==> config.mk <==
export PLATFORM = sky130hd
export DESIGN_NAME = wdl_watchdog
export DESIGN_NICKNAME = d
export VERILOG_FILES = /design/src/logic/wdl_pkg.sv /design/src/logic/wdl_watchdog.sv
export SDC_FILE = /design/constraint.sdc
export NUM_CORES = 1
export LEC_CHECK = 0
export BUFFER_PORTS_ARGS = -buffer_cell sky130_fd_sc_hd__buf_2
export CORE_UTILIZATION = 55
export DETAILED_ROUTE_END_ITERATION = 10
export GPL_TIMING_DRIVEN = 1
export PLACE_DENSITY_LB_ADDON = 0.12
export REMOVE_ABC_BUFFERS = 1
export SLEW_MARGIN = 20
export SYNTH_ARGS = -nofsm -noshare
export SYNTH_HDL_FRONTEND = slang
export SYNTH_SLANG_ARGS = --single-unit
==> constraint.sdc <==
create_clock -name sys_clk -period 7.5 [get_ports sys_clk]
set_input_delay 0.75 -clock sys_clk [delete_from_list [all_inputs] [get_ports sys_clk]]
set_output_delay 0.75 -clock sys_clk [all_outputs]
set_load 0.01 [all_outputs]
==> src/logic/wdl_pkg.sv <==
// package: watchdog register map, fields, reset values and timing constants
package wdl_pkg;
	localparam int          ADDR_W            = 4;
	localparam logic [3:0]  OFS_CONTROL_REGISTER_ZERO         = 4'h0;
	localparam logic [3:0]  OFS_WDT_CTRL      = 4'h4;
	localparam logic [3:0]  OFS_WDT_COUNT     = 4'h8;
	localparam logic [3:0]  OFS_STATUS        = 4'hC;
	// control_register_zero fields
	localparam int          CONTROL_REGISTER_ZERO_LOWPWR_BIT  = 0;
	// watchdog_control_register fields
	localparam int          SUP_LO_BIT        = 0;
	localparam int          SUP_HI_BIT        = 1;
	localparam int          RC_EN_LO_BIT      = 2;
	localparam int          RC_EN_HI_BIT      = 3;
	localparam int          RATE_LSB          = 5;
	localparam int          RATE_MSB          = 7;
	// status fields
	localparam int          ST_TIMEOUT_BIT    = 0;
	localparam int          ST_RC_RUN_BIT     = 1;
	localparam int          ST_SUP_REG_BIT    = 2;
	localparam int          ST_LOWPWR_BIT     = 3;
	// reset values and field codes
	localparam logic [7:0]  CONTROL_REGISTER_ZERO_RST         = 8'h00;
	localparam logic [7:0]  WDT_CTRL_RST_RC   = 8'hE9;
	localparam logic [7:0]  WDT_CTRL_RST_OFF  = 8'hE5;
	localparam logic [1:0]  CODE_SUP_REG      = 2'h2;
	localparam logic [1:0]  CODE_RC_OFF       = 2'h1;
	// counter geometry
	localparam int          CNT_W             = 15;
	localparam int          RATE_BASE         = 8;
	localparam int          VIEW_LSB          = 4;
	localparam int          VIEW_MSB          = 11;
	localparam int          INSTR_DIV         = 4;
	// rc period 65 us, 2^15 periods give about 2.13 s
	localparam real         RC_PERIOD_US      = 65.0;
	localparam real         RC_TIMEOUT_S      = RC_PERIOD_US * 32768.0 / 1.0e6;
	typedef enum logic [1:0] {
		WDL_SRC_RC,
		WDL_SRC_XTAL,
		WDL_SRC_INSTR
	} wdl_src_t;
endpackage

==> src/logic/wdl_watchdog.sv <==
// watchdog with slow clock source control and avalon-mm register slave
// Behaviour
// - low-power select bit: 0 quick start, 1 reduced current
// - power-on reset clears the low-power select bit
// - crystal keeps running in both modes; low-power only lengthens start-up
// - rc oscillator keeps running in power-down while a user needs it
// - counter clock chosen from rc, crystal or instruction clock (sys/4)
// - disabled watchdog still counts, reads and clears, but never resets
// - count register is read-only; writes ignored
// - supply select picks watchdog power; defaults to charge pump
// - rc disabled by its enable bits stops even if selected
// - rc source at largest division times out near 2.13 s
// - instruction clock source stops counting in power-down
// - overflow in normal operation gives chip reset and sets timeout flag
// - overflow in power-down gives warm reset of pc and sp
// - counter cleared by external reset low, clear instruction, or halt
// - option enables single clear or paired clear, never both
// - single-clear mode: each single clear instruction clears counter
// - paired-clear mode: clear only after both halves executed
// - supply 10 regulator; 01, 00, 11 charge pump
// - rc enable 01 disables; 10, 00, 11 enable
// - rate code selects period of 2^8..2^15 watchdog clocks
// - count register returns counter bits 4 to 11
//
// Chosen here: the register addresses and register access over Avalon-MM.
module wdl_watchdog
	import wdl_pkg::*;
(
	input  wire logic                 sys_clk,
	input  wire logic                 rst,
	input  wire logic                 por,
	input  wire logic [ADDR_W-1:0]    avs_address,
	input  wire logic                 avs_read,
	input  wire logic                 avs_write,
	input  wire logic [31:0]          avs_writedata,
	input  wire logic [3:0]           avs_byteenable,
	output logic [31:0]               avs_readdata,
	output logic                      avs_waitrequest,
	input  wire logic                 rc_clk_in,
	input  wire logic                 xtal_clk_in,
	input  wire logic                 external_reset_pin_n,
	input  wire logic                 single_watchdog_clear,
	input  wire logic                 paired_clear_first,
	input  wire logic                 paired_clear_second,
	input  wire logic                 halt_exec,
	input  wire logic                 power_down,
	input  wire logic                 cfg_wdt_enable,
	input  wire logic                 cfg_paired_clear,
	input  wire wdl_pkg::wdl_src_t    cfg_clk_src,
	input  wire logic                 rc_needed_other,
	output logic                      chip_reset_req,
	output logic                      warm_reset_req,
	output logic                      rc_osc_run,
	output logic                      crystal_low_power_select,
	output logic                      supply_from_regulator
);
	import wdl_pkg::*;

	logic [7:0]       control_register_zero_r;
	logic [7:0]       wctrl_r;
	logic             timeout_r;
	logic [CNT_W-1:0] cnt_r;
	logic [1:0]       rc_sync_r;
	logic [1:0]       xt_sync_r;
	logic [1:0]       rs_sync_r;
	logic             rc_prev_r;
	logic             xt_prev_r;
	logic [1:0]       div_r;
	logic             half1_r;
	logic             half2_r;
	logic             ack_r;
	logic             tick;
	logic             sw_clear;
	logic             do_clear;
	logic             ovf;
	logic             rc_on;
	logic             bus_req;
	logic [31:0]      rd_nxt;

	// rc enable decode, used for oscillator gate and status
	function automatic logic rc_enabled(input logic [1:0] code);
		return code != CODE_RC_OFF;
	endfunction

	// rate code to overflow bit index
	function automatic logic [3:0] rate_bit(input logic [2:0] code);
		return 4'(RATE_BASE - 1) + 4'(code);
	endfunction

	assign bus_req = (avs_read | avs_write) & ~ack_r;

	// one wait state per access, then release
	always_ff @(posedge sys_clk or posedge rst) begin
		if (rst) begin
			ack_r <= 1'b0;
		end else begin
			ack_r <= bus_req;
		end
	end

	// waitrequest from its own flop, mirrors ~ack_r
	always_ff @(posedge sys_clk or posedge rst) begin
		if (rst) begin
			avs_waitrequest <= 1'b1;
		end else begin
			avs_waitrequest <= ~bus_req;
		end
	end

	// low-power bit, cleared by rst and by power-on
	always_ff @(posedge sys_clk or posedge rst) begin
		if (rst) begin
			control_register_zero_r <= CONTROL_REGISTER_ZERO_RST;
		end else if (por) begin
			control_register_zero_r <= CONTROL_REGISTER_ZERO_RST;
		end else if (avs_write && ack_r && avs_address == OFS_CONTROL_REGISTER_ZERO && avs_byteenable[0]) begin
			control_register_zero_r <= avs_writedata[7:0];
		end
	end

	// supply defaults to charge pump; rc reset code follows options
	always_ff @(posedge sys_clk or posedge rst) begin
		if (rst) begin
			wctrl_r <= WDT_CTRL_RST_RC;
		end else if (por) begin
			wctrl_r <= (cfg_wdt_enable && cfg_clk_src == WDL_SRC_RC) ?
				WDT_CTRL_RST_RC : WDT_CTRL_RST_OFF;
		end else if (avs_write && ack_r && avs_address == OFS_WDT_CTRL && avs_byteenable[0]) begin
			wctrl_r <= avs_writedata[7:0] & 8'hEF;
		end
	end

	// rc runs when enabled; enable bits override any user
	assign rc_on = rc_enabled(wctrl_r[RC_EN_HI_BIT:RC_EN_LO_BIT]);

	// slow clocks are asynchronous: two flops before edge detection
	always_ff @(posedge sys_clk or posedge rst) begin
		if (rst) begin
			rc_sync_r <= 2'h0;
			xt_sync_r <= 2'h0;
			rs_sync_r <= 2'h3;
			rc_prev_r <= 1'b0;
			xt_prev_r <= 1'b0;
		end else begin
			rc_sync_r <= {rc_sync_r[0], rc_clk_in};
			xt_sync_r <= {xt_sync_r[0], xtal_clk_in};
			rs_sync_r <= {rs_sync_r[0], external_reset_pin_n};
			rc_prev_r <= rc_sync_r[1];
			xt_prev_r <= xt_sync_r[1];
		end
	end

	// instruction clock prescaler, sys/4
	always_ff @(posedge sys_clk or posedge rst) begin
		if (rst) begin
			div_r <= 2'h0;
		end else begin
			div_r <= div_r + 2'h1;
		end
	end

	// source select; instruction clock halts in power-down
	always_comb begin
		unique case (cfg_clk_src)
			// gate after the sync: raw pin feeds only the first flop
			WDL_SRC_RC:    tick = rc_sync_r[1] & ~rc_prev_r & rc_on;
			WDL_SRC_XTAL:  tick = xt_sync_r[1] & ~xt_prev_r;
			WDL_SRC_INSTR: tick = (div_r == 2'(INSTR_DIV - 1)) & ~power_down;
			default:       tick = 1'b0;
		endcase
	end

	assign sw_clear = cfg_paired_clear ?
		((half1_r | paired_clear_first) & (half2_r | paired_clear_second)) :
		single_watchdog_clear;

	// pin low, software clear or halt
	assign do_clear = ~rs_sync_r[1] | sw_clear | halt_exec;

	// overflow when selected bit would carry
	assign ovf = tick & (&cnt_r[rate_bit(wctrl_r[RATE_MSB:RATE_LSB]) -: 1])
		& (cnt_r[rate_bit(wctrl_r[RATE_MSB:RATE_LSB]) -: 1] != 1'b0)
		& ((cnt_r & ((CNT_W'(1) << (rate_bit(wctrl_r[RATE_MSB:RATE_LSB]) + 4'h1))
			- CNT_W'(1))) == ((CNT_W'(1) << (rate_bit(wctrl_r[RATE_MSB:RATE_LSB]) + 4'h1))
			- CNT_W'(1)));

	// halves in any order, forgotten after clear
	always_ff @(posedge sys_clk or posedge rst) begin
		if (rst) begin
			half1_r <= 1'b0;
			half2_r <= 1'b0;
		end else if (do_clear || !cfg_paired_clear) begin
			half1_r <= 1'b0;
			half2_r <= 1'b0;
		end else begin
			half1_r <= half1_r | paired_clear_first;
			half2_r <= half2_r | paired_clear_second;
		end
	end

	// counts regardless of enable; wraps on overflow
	always_ff @(posedge sys_clk or posedge rst) begin
		if (rst) begin
			cnt_r <= '0;
		end else if (do_clear || ovf) begin
			cnt_r <= '0;
		end else if (tick) begin
			cnt_r <= cnt_r + CNT_W'(1);
		end
	end

	// reset kind follows power state; disabled gives none
	always_ff @(posedge sys_clk or posedge rst) begin
		if (rst) begin
			chip_reset_req <= 1'b0;
			warm_reset_req <= 1'b0;
		end else begin
			chip_reset_req <= ovf & cfg_wdt_enable & ~power_down;
			warm_reset_req <= ovf & cfg_wdt_enable & power_down;
		end
	end

	// timeout flag: set wins over a write-one clear
	always_ff @(posedge sys_clk or posedge rst) begin
		if (rst) begin
			timeout_r <= 1'b0;
		end else if (ovf && cfg_wdt_enable && !power_down) begin
			timeout_r <= 1'b1;
		end else if (avs_write && ack_r && avs_address == OFS_STATUS && avs_byteenable[0]
			&& avs_writedata[ST_TIMEOUT_BIT]) begin
			timeout_r <= 1'b0;
		end
	end

	// mode and supply go straight out from flops
	always_ff @(posedge sys_clk or posedge rst) begin
		if (rst) begin
			crystal_low_power_select <= 1'b0;
			supply_from_regulator    <= 1'b0;
			rc_osc_run               <= 1'b1;
		end else begin
			crystal_low_power_select <= control_register_zero_r[CONTROL_REGISTER_ZERO_LOWPWR_BIT];
			supply_from_regulator    <= wctrl_r[SUP_HI_BIT:SUP_LO_BIT] == CODE_SUP_REG;
			rc_osc_run               <= rc_on;
		end
	end

	// count view is read-only, bits 4..11
	always_comb begin
		rd_nxt = 32'h0000_0000;
		unique case (avs_address)
			OFS_CONTROL_REGISTER_ZERO:     rd_nxt[7:0] = control_register_zero_r;
			OFS_WDT_CTRL:  rd_nxt[7:0] = wctrl_r;
			OFS_WDT_COUNT: rd_nxt[7:0] = cnt_r[VIEW_MSB:VIEW_LSB];
			OFS_STATUS: begin
				rd_nxt[ST_TIMEOUT_BIT] = timeout_r;
				rd_nxt[ST_RC_RUN_BIT]  = rc_on;
				rd_nxt[ST_SUP_REG_BIT] = supply_from_regulator;
				rd_nxt[ST_LOWPWR_BIT]  = control_register_zero_r[CONTROL_REGISTER_ZERO_LOWPWR_BIT];
			end
			default:       rd_nxt = 32'h0000_0000;
		endcase
	end

	always_ff @(posedge sys_clk or posedge rst) begin
		if (rst) begin
			avs_readdata <= 32'h0000_0000;
		end else if (avs_read && !ack_r) begin
			avs_readdata <= rd_nxt;
		end
	end

	// clear sources empty the counter next edge
	property p_clear_empties;
		@(posedge sys_clk) disable iff (rst)
		do_clear |=> cnt_r == '0;
	endproperty
	a_clear_empties: assert property (p_clear_empties) else $error("counter not cleared");

	property p_disabled_no_reset;
		@(posedge sys_clk) disable iff (rst)
		!cfg_wdt_enable |=> !chip_reset_req && !warm_reset_req;
	endproperty
	a_disabled_no_reset: assert property (p_disabled_no_reset) else $error("reset while disabled");

	property p_chip_reset;
		@(posedge sys_clk) disable iff (rst)
		ovf && cfg_wdt_enable && !power_down |=> chip_reset_req && timeout_r;
	endproperty
	a_chip_reset: assert property (p_chip_reset) else $error("missing chip reset");

	property p_warm_reset;
		@(posedge sys_clk) disable iff (rst)
		ovf && cfg_wdt_enable && power_down |=> warm_reset_req && !chip_reset_req;
	endproperty
	a_warm_reset: assert property (p_warm_reset) else $error("missing warm reset");

	property p_instr_halts;
		@(posedge sys_clk) disable iff (rst)
		cfg_clk_src == WDL_SRC_INSTR && power_down && !do_clear |=> $stable(cnt_r);
	endproperty
	a_instr_halts: assert property (p_instr_halts) else $error("count moved in power-down");

	property p_rc_off;
		@(posedge sys_clk) disable iff (rst)
		wctrl_r[RC_EN_HI_BIT:RC_EN_LO_BIT] == CODE_RC_OFF |=> !rc_osc_run;
	endproperty
	a_rc_off: assert property (p_rc_off) else $error("rc running while off");

	property p_single_only;
		@(posedge sys_clk) disable iff (rst)
		!cfg_paired_clear && single_watchdog_clear |=> cnt_r == '0;
	endproperty
	a_single_only: assert property (p_single_only) else $error("single clear failed");

	property p_half_ignored;
		@(posedge sys_clk) disable iff (rst)
		cfg_paired_clear && paired_clear_first && !half2_r && !paired_clear_second
			&& !halt_exec && rs_sync_r[1] && tick && !ovf |=> cnt_r != '0;
	endproperty
	a_half_ignored: assert property (p_half_ignored) else $error("half pair cleared");

	property p_supply;
		@(posedge sys_clk) disable iff (rst)
		wctrl_r[SUP_HI_BIT:SUP_LO_BIT] != CODE_SUP_REG |=> !supply_from_regulator;
	endproperty
	a_supply: assert property (p_supply) else $error("regulator wrongly chosen");

	property p_rc_kept;
		@(posedge sys_clk) disable iff (rst)
		power_down && rc_needed_other && rc_on |=> rc_osc_run;
	endproperty
	a_rc_kept: assert property (p_rc_kept) else $error("rc stopped while needed");

	property p_count_ro;
		@(posedge sys_clk) disable iff (rst)
		avs_write && ack_r && avs_address == OFS_WDT_COUNT && !do_clear && !tick
			|=> $stable(cnt_r);
	endproperty
	a_count_ro: assert property (p_count_ro) else $error("count register took a write");

	c_chip_reset: cover property (@(posedge sys_clk) disable iff (rst) chip_reset_req);
	c_warm_reset: cover property (@(posedge sys_clk) disable iff (rst) warm_reset_req);
	c_pair_clear: cover property (@(posedge sys_clk) disable iff (rst)
		cfg_paired_clear && half1_r && paired_clear_second);
endmodule

# ---- Yosys cells after proc, flatten, opt, wreduce, memory -nomap -nowiden
# Cells that the tools add are included.
dict set report op_classes {
  n_eq_ne 9
  reduce_logical 23
  shifts 2
  addsub 5
  bitwise_logic 24
  mux 15
}
# cell n
set ops {}
lappend ops {{$mux 8} 4}
lappend ops {{$mux 15} 2}
lappend ops {{$pmux 4 s4} 1}
lappend ops {{$add 15x1->15 const B} 1}
lappend ops {{$and 15x15->15} 1}
lappend ops {{$eq 15x15->1} 1}
lappend ops {{$shiftx 15x5->1} 1}
lappend ops {{$shl 1x4->15 const A} 1}
lappend ops {{$sub 15x1->15 const B} 1}
lappend ops {{$and 1x1->1} 12}
lappend ops {{$logic_and 1x1->1} 12}
lappend ops {{$pmux 4 s3} 1}
lappend ops {{$eq 4x4->1 const B} 2}
lappend ops {{$reduce_bool 2->1} 4}
lappend ops {{$eq 2x2->1 const B} 3}
lappend ops {{$not 1->1} 6}
lappend ops {{$mux 1} 5}
lappend ops {{$or 1x1->1} 5}
lappend ops {{$add 3x3->4 const A} 1}
lappend ops {{$add 4x1->4 const B} 1}
lappend ops {{$eq 4x3->1 const B} 1}
lappend ops {{$logic_not 4->1} 1}
lappend ops {{$mux 4} 1}
lappend ops {{$logic_not 1->1} 3}
lappend ops {{6 further kinds} 7}
dict set report word_totals {
  input_bits 58
  wordCells 98
  output_inout_bits 38
  register_bits 59
}

# ---- Logic depth before layout (Yosys ltp)
# Gate-level depths: netlist of the first run.
dict set report logic_depth {
  depth_word 10
  depth_mapped 9
  depth_no_buf 7
}

# ---- Worst setup path before layout of the first run
# Ideal clock, no wire load.
dict set report synth_timing {
  kind {register to register}
  from {reg wctrl_r[5]}
  to {reg cnt_r[10]}
  setup_slack_ps 4829
  setup_ps 152
  path_buffers 2
  path_stages_with_launch 9
  t_arrival_ps 2519
  path_cell_list {dfstp_2 -> clkbuf_1 -> or3b_2 -> ha_1 -> o21ai_0 -> or4_4 -> nor4_4 -> buf_6 -> nor3_2}
}
dict set report synth_between {
  elab_chain_len 9
}
# item line_no
set synth_rtl {}
lappend synth_rtl {{start: declaration} wdl_watchdog.sv:60} ;# logic [7:0] wctrl_r;
lappend synth_rtl {{start signal: assignment} wdl_watchdog.sv:126} ;# wctrl_r <= (cfg_wdt_enable && cfg_clk_src == WDL_SRC_RC) ?
lappend synth_rtl {{start signal: assignment} wdl_watchdog.sv:129} ;# wctrl_r <= avs_writedata[7:0] & 8'hEF;
lappend synth_rtl {{$add 3x3->4 *} wdl_watchdog.sv:87} ;# return 4'(RATE_BASE - 1) + 4'(code);
lappend synth_rtl {{$add 4x1->4} {wdl_watchdog.sv:183, wdl_watchdog.sv:184}}
lappend synth_rtl {{$shl 1x4->15} {wdl_watchdog.sv:183, wdl_watchdog.sv:184}}
lappend synth_rtl {{$sub 15x1->15} {wdl_watchdog.sv:184, wdl_watchdog.sv:185}}
lappend synth_rtl {{$and 15x15->15} wdl_watchdog.sv:183} ;# & ((cnt_r & ((CNT_W'(1) << (rate_bit(wctrl_r[RATE_MSB:RATE_LSB]) + 4'h1))
lappend synth_rtl {{$eq 15x15->1} wdl_watchdog.sv:184} ;# - CNT_W'(1))) == ((CNT_W'(1) << (rate_bit(wctrl_r[RATE_MSB:RATE_LSB]) + 4'h1))
lappend synth_rtl {{$and 1x1->1 *} wdl_watchdog.sv:183}
lappend synth_rtl {{$logic_or 1x1->1 *} wdl_watchdog.sv:205} ;# end else if (do_clear || ovf) begin
lappend synth_rtl {{$mux 15 or $reduce_bool 2->1 (tied branches)} -}
lappend synth_rtl {{end signal: assignment} wdl_watchdog.sv:208} ;# cnt_r <= cnt_r + CNT_W'(1);
lappend synth_rtl {{end: declaration} wdl_watchdog.sv:62} ;# logic [CNT_W-1:0] cnt_r;
# Every way passes the cells marked *; elsewhere a longest branch is shown, timed or not.
# A chain may end at the register's enable or synchronous reset.

# ---- Worst setup path in the final report of the first run
dict set report layout_timing {
  from {reg wctrl_r[5]}
  to {reg warm_reset_req}
}
dict set report layout_between {
  elab_chain_len 9
}
# item line_no
set layout_rtl {}
lappend layout_rtl {{$add 3x3->4 *} wdl_watchdog.sv:87}
lappend layout_rtl {{$add 4x1->4} {wdl_watchdog.sv:183, wdl_watchdog.sv:184}}
lappend layout_rtl {{$shl 1x4->15} {wdl_watchdog.sv:183, wdl_watchdog.sv:184}}
lappend layout_rtl {{$sub 15x1->15} {wdl_watchdog.sv:184, wdl_watchdog.sv:185}}
lappend layout_rtl {{$and 15x15->15} wdl_watchdog.sv:183}
lappend layout_rtl {{$eq 15x15->1} wdl_watchdog.sv:184}
lappend layout_rtl {{$and 1x1->1 *} wdl_watchdog.sv:183}
lappend layout_rtl {{$and 1x1->1 * (2 in a row)} wdl_watchdog.sv:219} ;# warm_reset_req <= ovf & cfg_wdt_enable & power_down;
lappend layout_rtl {{end signal: assignment} wdl_watchdog.sv:219}
lappend layout_rtl {{end: declaration} wdl_watchdog.sv:52} ;# output logic warm_reset_req,
# Marks and branches as above.

==> results_dict.tcl, run 1 <==
set metrics [dict create \
    numCtsBuffers 9 \
    fin_skew_ns 0.01218 \
    hold_buffers 0 \
    placementRows 26 \
    clockBufferDepth 2 \
    start_util_pct 58.10 \
    crit_arrival_ns 3.31 \
    core_um2 5205 \
    fin_crit_sh_pct 40.55 \
    avgSynthCellArea_um2 10.54 \
    path_clk_slew_ns 0.07 \
    cp-start-kind "register" \
    fp.dieH_um 76.15 \
    antenna_found_initial 0 \
    vias 2218 \
    port_buffers 43 \
    hold_violations 0 \
    r2r_setup_slack_ns 4.46 \
    yosys_warnings 0 \
    grt_pass1_wl_um 10130 \
    wl_per_cell_um 14.66 \
    p_leak_nw 1.605 \
    placed_cell_area_um2 3192 \
    synthArstFlopShare_pct 100.0 \
    htree_levels 3 \
    track_usage_pct 22.63 \
    synthTopCellsByArea "dfrtp_1 (41%), dfstp_2 (7.8%), buf_4 (6.0%), mux2i_1 (5.3%), nor3_2 (3.3%)" \
    syn_inst 287 \
    worstSetupPathType "reg2reg" \
    synth-seq-area-share_pct 48.37 \
    cts_tree "done" \
    area_growth_syn_to_layout_pct 14.36 \
    rsz0062_at_grt "no" \
    antennaDiodeCount 0 \
    worstReg2RegEnd "warm_reset_req$_DFF_PP0_" \
    ioPinCount 96 \
    yosysTopAreaCellShare_pct 40.55 \
    max_slew_margin_pct 35.08 \
    worst_pin_slew_ns 0.9666 \
    fmax_ghz 0.3288 \
    pre_cts_slack_ns 4.305 \
    worst-r2r-cell-count 6 \
    cts_setup_buffers 0 \
    irDropWorstVdd_mv 0.1624 \
    viasPerCell 5.477 \
    crit_start "wctrl_r[5]$_DFFE_PP1P_" \
    fin_area_um2 3458 \
    status "finished, final reports clean" \
    final.setup.tns_ns 0 \
    dieArea_um2 5799 \
    nets 391 \
    drv_slew 0 \
    ys_ff_latch 58 \
    clkLatencyLatePin_ns 0.33 \
    postRouteAntennaNets 0 \
    cap_violations 0 \
    drtPass1Iterations 4 \
    layout_common_cells "dfrtp_1 (49), buf_2 (43), conb_1 (24), nor2_1 (21), nand3_1 (19)" \
    cts-resized-gates 0 \
    drive_above_1_share_pct 26.87 \
    globalplace.congestion 0.7451 \
    yosysTopAreaCell "dfrtp_1" \
    synth_area_um2 3024 \
    drt_iter0_markers 105 \
    cts.sinks 58 \
    layout_setup_ws_ns 4.459 \
    synth-edff-count 0 \
    min_period_ns 3.041 \
    required_ns 7.77 \
    wirelength_um 5939 \
    grt_pass1_vias 2051 \
    die_x_um 76.15 \
    setup_viol 0 \
    final_common_cell "dfrtp_1" \
    hpwl_um 4119 \
    end_kind "register" \
    route.detailed.drc 0 \
    r2r-start "wctrl_r[5]$_DFFE_PP1P_" \
    synthFlopType "dfrtp_1" \
    crit_path_end "warm_reset_req$_DFF_PP0_" \
    grt_overflow 0 \
    hold_class "reg2reg" \
    root_buffer "clkbuf_8" \
    p_per_area_nw_per_um2 219.7 \
    grt_start_max_net_pins 59 \
    crit_fanout 13 \
    netlist-cell-type-count 55 \
]
final cells by class:
cell class                 count  area [um^2]
multi-input combinational    211         1393
clock buffer                  11        141.4
sequential                    58         1463
fill                         432         1747
timing repair buffer          45        230.2
tap                           70        87.58
inverter                       5        18.77
clock inverter                 5        125.1
worst max-delay path, cell delays in order (launching register included):
cell	delay (ns)
dfstp_2	0.61
or3b_2	0.46
ha_1	0.28
o21ai_0	0.08
or4_4	0.45
nor4_4	0.86
and3_1	0.26
cell families (layout without fill, tap and decap cells):
kind of cell    after synthesis  in the layout  synth area share, %
buf+inv                      41             66                8.440
other cells                   1             24               0.1240
xor+xnor                     13             13                3.765
compound gates               33             33                7.944
simple gates                118            118                23.34
flops                        58             58                48.37
mux                          20             20                6.785
fa+ha+maj                     3              3                1.241
report_power, final:
group / internal (mW) / total, mW / switching, mW / leakage [nW]
clock: 0.263 / 0.384 / 0.121 / 0.134
combinational: 0.0162 / 0.0500 / 0.0338 / 0.718
sequential: 0.322 / 0.325 / 0.00341 / 0.753
stage by stage:
stage	hold WS [ns]	power (mW)	util, %	cells
floorplan	0.3312	0.3582	-	274
global placement	0.3324	0.3803	61.32	389
detailed placement	0.3426	0.3811	61.32	389
CTS	0.3606	0.7661	66.44	405
global route	0.3594	0.7860	66.44	405
finish	0.3561	0.7597	66.44	405
layer usage:
layer	track usage, %	share of wire [%]
met1	31.06	48
met2	35.64	47
met3	4.072	3.8
met4	9.231	1.1
met5	0	0
state kept, by name, summed over array words and instances, names as in the netlist, 2 cells and up:
signal,count
rc_sync_r,2
cnt_r,15
avs_readdata,8
control_register_zero_r,8
rs_sync_r,2
div_r,2
wctrl_r,7
xt_sync_r,2
cells in the mapped netlist, types with 2 or more instances:
master / number
dfrtp_1: 49
buf_4: 24
nor2_1: 21
nand3_1: 19
nand2_1: 17
mux2i_1: 16
nor3_2: 10
dfstp_2: 9
nor2b_1: 9
o21ai_0: 9
xor2_1: 9
clkbuf_1: 7
nor3_1: 7
a21oi_1: 5
inv_1: 5
nand4_1: 5
nor3b_1: 5
nand2b_1: 4
or3_1: 4
xnor2_1: 4
a222oi_1: 3
and4_1: 3
buf_2: 3
ha_1: 3
mux2_2: 3
and2_1: 2
and3_1: 2
nor4bb_1: 2
o211ai_1: 2
worst min path at each step:
| stage | startpoint | endpoint | slack (ns) | cells after the start |
|---|---|---|---|---|
| floorplan | rc_sync_r[0]$_DFF_PP0_ | rc_sync_r[1]$_DFF_PP0_ | 0.33 | 0 |
| detailed placement | rc_sync_r[0]$_DFF_PP0_ | rc_sync_r[1]$_DFF_PP0_ | 0.34 | 0 |
| CTS | xt_sync_r[0]$_DFF_PP0_ | xt_sync_r[1]$_DFF_PP0_ | 0.36 | 0 |
| global route | xt_sync_r[0]$_DFF_PP0_ | xt_sync_r[1]$_DFF_PP0_ | 0.36 | 0 |
| finish | xt_sync_r[0]$_DFF_PP0_ | xt_sync_r[1]$_DFF_PP0_ | 0.36 | 0 |
| global placement | rc_sync_r[0]$_DFF_PP0_ | rc_sync_r[1]$_DFF_PP0_ | 0.33 | 0 |
Power figures use the tool's default switching activity.
==> run 2: changes to the inputs <==
--- a/config.mk
+++ b/config.mk
@@ -6,7 +6,7 @@
 export NUM_CORES = 1
 export LEC_CHECK = 0
 export BUFFER_PORTS_ARGS = -buffer_cell sky130_fd_sc_hd__buf_2
-export CORE_UTILIZATION = 55
+export CORE_UTILIZATION = 46
 export DETAILED_ROUTE_END_ITERATION = 10
 export GPL_TIMING_DRIVEN = 1
 export PLACE_DENSITY_LB_ADDON = 0.12
==> constraint.sdc (replaced) <==
create_clock -name sys_clk -period 2.65 [get_ports sys_clk]
set_input_delay 0.265 -clock sys_clk [delete_from_list [all_inputs] [get_ports sys_clk]]
set_output_delay 0.265 -clock sys_clk [all_outputs]
set_load 0.01 [all_outputs]
==> run 2 against run 1 <==
Critical path depth unchanged. Wire length is 2.9% higher. Combinational power increased to 3.0 times the previous value. Maximum frequency rose by 19%. Total power grew to 2.6 times the previous value. Via count is 1.1% lower. Final cell count grew 4.2%. Clock power grew 130%. Worst hold slack got worse by 0.32 ns. Clock-buffer cell count shrank 2. Largest power group is now sequential cells. Design area grew 1.5%.
==> results_dict.tcl, run 2 (synthesis results as in run 1) <==
set metrics [dict create \
    multi_input_area_um2 1393 \
    end_kind "register" \
    route.detailed.drc 0 \
    root_buffer "clkbuf_8" \
    drv_slew 0 \
    cp_slowest_stage_delay_ns 0.56 \
    seq_power_share_pct 46.7 \
    drive_above_1_share_pct 28.70 \
    crit_arrival_ns 2.82 \
    final.setup.tns_ns 0 \
    crit_fanout 2 \
    hold_violations 0 \
    path_buf_inv 0 \
    hold_class "in2reg" \
    path_cells "or3b_2 > ha_1 > o21ai_0 > or4_4 > nor4_1 > a21o_1" \
    area_growth_syn_to_layout_pct 16.09 \
    hold_slack_ns 0.03130 \
    combinationalPowerShare_pct 7.7 \
    grt_start_max_net_pins 34 \
    p_sw_share_pct 24.37 \
    globalplace.congestion 0.7545 \
    worstSetupPathType "reg2reg" \
    worstReg2RegEnd "timeout_r$_DFFE_PP0P_" \
    p_per_area_nw_per_um2 560.9 \
    fp.dieH_um 83.08 \
    clkPwrFrac_pct 45.6 \
    worst-r2r-cell-count 6 \
    track_usage_pct 18.94 \
    clockBufferDepth 2 \
    max_slew_margin_pct 59.67 \
    power.internal_mw 1.489 \
    grt_overflow 0 \
    r2r-start "wctrl_r[5]$_DFFE_PP1P_" \
    grt_pass1_vias 2091 \
    port_buffers 43 \
    drtPass1Iterations 4 \
    setup_viol 0 \
    grt_pass1_wl_um 10230 \
    numCtsBuffers 9 \
    vias 2194 \
    ioPinCount 96 \
    htree_levels 3 \
    placementRows 29 \
    fin_crit_sh_pct 96.19 \
    drt_iter0_markers 81 \
    switching_power_mw 0.4799 \
    path_clk_slew_ns 0.07 \
    core_um2 6350 \
    nets 401 \
    final_common_cell "dfrtp_1" \
    cts.sinks 58 \
    fmax_ghz 0.3923 \
    crit_path_top_delay_cell "nor4_1" \
    utilization_pct 55.29 \
    largest_register_ffs 15 \
    cts_setup_buffers 0 \
    crit_start "wctrl_r[5]$_DFFE_PP1P_" \
    clkLatencyLatePin_ns 0.34 \
    num-fill-cells 544 \
    fin_skew_ns 0.008156 \
    power_mw 1.969 \
    wirelength_um 6114 \
    start_util_pct 47.63 \
    antennaDiodeCount 0 \
    p_leak_nw 1.629 \
    worst_pin_slew_ns 0.5995 \
    hpwl_um 4360 \
    irDropWorstVdd_mv 0.3088 \
    reg_top3 "cnt_r (15), avs_readdata (8), control_register_zero_r (8)" \
    r2r_setup_slack_ns 0.10 \
    regMostFlops "cnt_r" \
    cap_violations 0 \
    rsz0062_at_grt "no" \
    cts_tree "done" \
    die_x_um 83.08 \
    worst-path-stages 6 \
    required_ns 2.92 \
    postRouteAntennaNets 0 \
    status "finished, final reports clean" \
    crit_path_end "timeout_r$_DFFE_PP0P_" \
    layout_common_cells "dfrtp_1 (49), buf_2 (43), conb_1 (24), nor2_1 (21), nand3_1 (19)" \
    register_area_um2 1463 \
    wl_per_cell_um 14.49 \
    min_period_ns 2.549 \
    viasPerCell 5.199 \
    critPathTopFamily "simple AND/OR/NAND/NOR gates" \
    dieArea_um2 6902 \
    cp-start-kind "register" \
    antenna_found_initial 0 \
]
run 2: changes by cell type in the layout (fill, tap and decap cells not counted):
cell and change:
clkinvlp_4 +2, clkbuf_1 -1, clkbuf_8 -1, dlygate4sd3_1 +2, bufinv_16 -2, clkinv_2 +1
buf_4 +7, clkinv_4 +1, buf_12 +1
run 2: cell type report:
type	instances	area share [%]
multi-input combinational	211	39.67
inverter	5	0.5346
tap	77	2.744
clock buffer	9	3.528
sequential	58	41.66
clock inverter	7	2.673
timing repair buffer	55	9.195
run 2: worst min-delay path by stage:
| stage | startpoint | cells after the start | to |
|---|---|---|---|
| after global routing | xtal_clk_in | 1 | xt_sync_r[0]$_DFF_PP0_ |
| after global placement | rc_sync_r[0]$_DFF_PP0_ | 0 | rc_sync_r[1]$_DFF_PP0_ |
| after CTS | external_reset_pin_n | 1 | rs_sync_r[0]$_DFF_PP1_ |
| final | xtal_clk_in | 1 | xt_sync_r[0]$_DFF_PP0_ |
| after floorplan | external_reset_pin_n | 0 | rs_sync_r[0]$_DFF_PP1_ |
| after detailed placement | rc_sync_r[0]$_DFF_PP0_ | 0 | rc_sync_r[1]$_DFF_PP0_ |
run 2: worst register-to-register path, delay by kind of cell, from the launching register on:
kind	cells	cell delay, ns
AND/OR/NAND/NOR	3	1.46
flip-flops	1	0.52
adder cells (fa/ha/maj)	1	0.29
AO/OA/AOI/OAI	2	0.22
run 2: through the flow:
step / area [um^2] / setup WS (ns) / std cells
floorplan: 2874 / -0.1238 / 274
global placement: 3273 / 0.1576 / 404
global route: 3511 / 0.02829 / 422
finish: 3511 / 0.1009 / 422
CTS: 3501 / 0.1278 / 421
detailed placement: 3273 / 0.1547 / 404
run 2: layer usage:
metal	vias to the layer above	GRT usage (%)	share of wire (%)
met5	-	0	0
met4	0	8.307	1.5
met3	8	4.076	3.6
met2	60	27.94	46
met1	1045	26.92	49
li1	1081	-	-
run 2: what timing repair did:
item / 4_1_cts / 5_1_grt
setup endpoints to repair: 0 / 0
hold endpoints to repair: 2 / 1
resized for setup: 0 / 0
hold buffers: 1 / 1
run 2: power by group through the flow:
| stage | Combinational [mW] | Clock (mW) | Sequential (mW) |
|---|---|---|---|
| 2_1_floorplan | 0.0747 | 0 | 0.939 |
| 3_3_place_gp | 0.149 | 0 | 0.935 |
| 3_5_place_dp | 0.150 | 0 | 0.935 |
| 4_1_cts | 0.152 | 0.918 | 0.919 |
| 5_1_grt | 0.169 | 0.956 | 0.920 |
| 6_report | 0.151 | 0.899 | 0.919 |
==> run 3: changes to the inputs <==
--- a/config.mk
+++ b/config.mk
@@ -6,10 +6,11 @@
 export NUM_CORES = 1
 export LEC_CHECK = 0
 export BUFFER_PORTS_ARGS = -buffer_cell sky130_fd_sc_hd__buf_2
+export CORE_ASPECT_RATIO = 0.6
 export CORE_UTILIZATION = 46
 export DETAILED_ROUTE_END_ITERATION = 10
 export GPL_TIMING_DRIVEN = 1
-export PLACE_DENSITY_LB_ADDON = 0.12
+export PLACE_DENSITY_LB_ADDON = 0.05
 export REMOVE_ABC_BUFFERS = 1
 export SLEW_MARGIN = 20
 export SYNTH_ARGS = -nofsm -noshare
==> run 3 against run 2 <==
Die area grew 0.16%. Maximum frequency shrank 0.34%. Sequential share of layout area grew 0.074 points. Final cell count grew 1.9%. Design area shrank 0.18%. Global-route usage grew 2.3 points. Setup slack lost 0.0087 ns. Utilization grew 1.0 points. Clock skew shrank 0.0041 ns. Critical path type unchanged. Non-clock buffer count grew 1. Critical path depth grew 1.
==> results_dict.tcl, run 3 (synthesis results as in run 1) <==
set metrics [dict create \
    status "finished, final reports clean" \
    worst-r2r-cell-count 7 \
    root_buffer "clkbuf_8" \
    grt_start_max_net_pins 25 \
    cp-start-kind "register" \
    regMostFlops "cnt_r" \
    postRouteAntennaNets 0 \
    cap_violations 0 \
    numCtsBuffers 9 \
    wirelength_um 6402 \
    cts.sinks 58 \
    path_cells "or3b_2 > ha_1 > o21ai_0 > or4_4 > nor4_4 > buf_4 > nor3_1" \
    core_um2 6221 \
    worstReg2RegEnd "cnt_r[12]$_DFFE_PP0P_" \
    r2r-start "wctrl_r[5]$_DFFE_PP1P_" \
    nets 402 \
    path_clk_slew_ns 0.07 \
    num-fill-cells 568 \
    clkPwrFrac_pct 44.0 \
    min_period_ns 2.558 \
    end_kind "register" \
    crit_fanout 7 \
    critPathTopFamily "simple AND/OR/NAND/NOR gates" \
    drtPass1Iterations 5 \
    crit_arrival_ns 2.73 \
    crit_path_end "cnt_r[12]$_DFFE_PP0P_" \
    wl_per_cell_um 14.89 \
    p_per_area_nw_per_um2 544.8 \
    worst_pin_slew_ns 1.026 \
    cts-resized-gates 0 \
    start_util_pct 48.61 \
    vias 2234 \
    setup_viol 0 \
    drt_iter0_markers 81 \
    cts_setup_buffers 0 \
    fmax_ghz 0.3910 \
    track_usage_pct 21.26 \
    drive_above_1_share_pct 29.48 \
    viasPerCell 5.195 \
    ioPinCount 96 \
    fin_crit_sh_pct 96.52 \
    p_leak_nw 1.631 \
    required_ns 2.82 \
    worst-path-stages 7 \
    max_slew_margin_pct 31.57 \
    grt_pass1_vias 2113 \
    p_sw_share_pct 24.57 \
    crit_path_top_delay_cell "dfstp_2" \
    fp.dieH_um 64.81 \
    port_buffers 43 \
    dieArea_um2 6913 \
    r2r_setup_slack_ns 0.09 \
    drv_slew 0 \
    rsz0062_at_grt "yes" \
    htree_levels 3 \
    placed_cell_area_um2 3291 \
    hold_class "in2reg" \
    placementRows 22 \
    grt_overflow 0 \
    final.setup.tns_ns 0 \
    route.detailed.drc 0 \
    cp_slowest_stage_delay_ns 0.53 \
    cts_tree "done" \
    power.internal_mw 1.440 \
    worstSetupPathType "reg2reg" \
    seq_power_share_pct 48.2 \
    die_x_um 106.7 \
    clkLatencyLatePin_ns 0.34 \
    grt_pass1_wl_um 10920 \
    antenna_found_initial 0 \
    layout_common_cells "dfrtp_1 (49), buf_2 (43), conb_1 (24), nor2_1 (21), nand3_1 (19)" \
    instances_no_fill 430 \
    fin_area_um2 3505 \
    antennaDiodeCount 0 \
    clockBufferDepth 2 \
    fin_skew_ns 0.004095 \
    dp_cells 413 \
    area_growth_syn_to_layout_pct 15.89 \
    hpwl_um 4736 \
    irDropWorstVdd_mv 0.4190 \
    crit_start "wctrl_r[5]$_DFFE_PP1P_" \
    reg_top3 "cnt_r (15), avs_readdata (8), control_register_zero_r (8)" \
    combinationalPowerShare_pct 7.8 \
    path_buf_inv 1 \
    largest_register_ffs 15 \
    hold_violations 0 \
    globalplace.congestion 0.7642 \
    switching_power_mw 0.4691 \
    final_common_cell "dfrtp_1" \
]
run 3: per-layer routing:
metal,wire [um],share of wire [%],track usage [%]
met3,266,4.2,7.143
met2,2560,40,28.06
met1,3513,55,32.58
met5,0,0,0
met4,62,0.97,5.479
run 3: metrics by stage:
stage / setup WS, ns / util, % / total power [mW] / hold slack (ns)
3_3_place_gp: 0.1289 / 52.90 / 1.084 / 0.2898
6_report: 0.09220 / 56.34 / 1.909 / 0.01737
3_5_place_dp: 0.1271 / 52.90 / 1.085 / 0.2904
5_1_grt: -0.01796 / 56.34 / 1.993 / 0.004000
4_1_cts: 0.1020 / 56.34 / 1.928 / 0.007693
2_1_floorplan: -0.1238 / - / 1.014 / 0.2695
run 3: timing repair:
action | in CTS | in global routing
endpoints found under the hold margin | 16 | 0
setup endpoints to repair | 0 | 2
hold buffers | 1 | 0
run 3: final cells by class:
type / instances / area, um^2 / area share, %
Sequential cell: 58 / 1463 / 41.74
Inverter: 5 / 18.77 / 0.5355
Tap cell: 84 / 105.1 / 2.999
Clock inverter: 5 / 52.55 / 1.499
Timing Repair Buffer: 56 / 315.3 / 8.997
Multi-Input combinational cell: 211 / 1399 / 39.91
Clock buffer: 11 / 151.4 / 4.320
run 3: how the worst min path moves through the flow:
stage / from / end / slack [ns] / cells after the start
after floorplan: external_reset_pin_n / rs_sync_r[0]$_DFF_PP1_ / 0.27 / 0
after global placement: rst / crystal_low_power_select$_DFF_PP0_ / 0.29 / 2
after detailed placement: rst / crystal_low_power_select$_DFF_PP0_ / 0.29 / 2
after CTS: external_reset_pin_n / rs_sync_r[0]$_DFF_PP1_ / 0.008 / 1
after global routing: external_reset_pin_n / rs_sync_r[0]$_DFF_PP1_ / 0.004 / 1
final: external_reset_pin_n / rs_sync_r[0]$_DFF_PP1_ / 0.02 / 1
run 3: power groups by stage:
| stage | sequential, mW | combinational [mW] | clock [mW] |
|---|---|---|---|
| 6_report | 0.920 | 0.149 | 0.841 |
| 5_1_grt | 0.921 | 0.169 | 0.903 |
| 4_1_cts | 0.920 | 0.151 | 0.857 |
| 3_5_place_dp | 0.936 | 0.149 | 0 |
| 3_3_place_gp | 0.935 | 0.149 | 0 |
| 2_1_floorplan | 0.939 | 0.0747 | 0 |
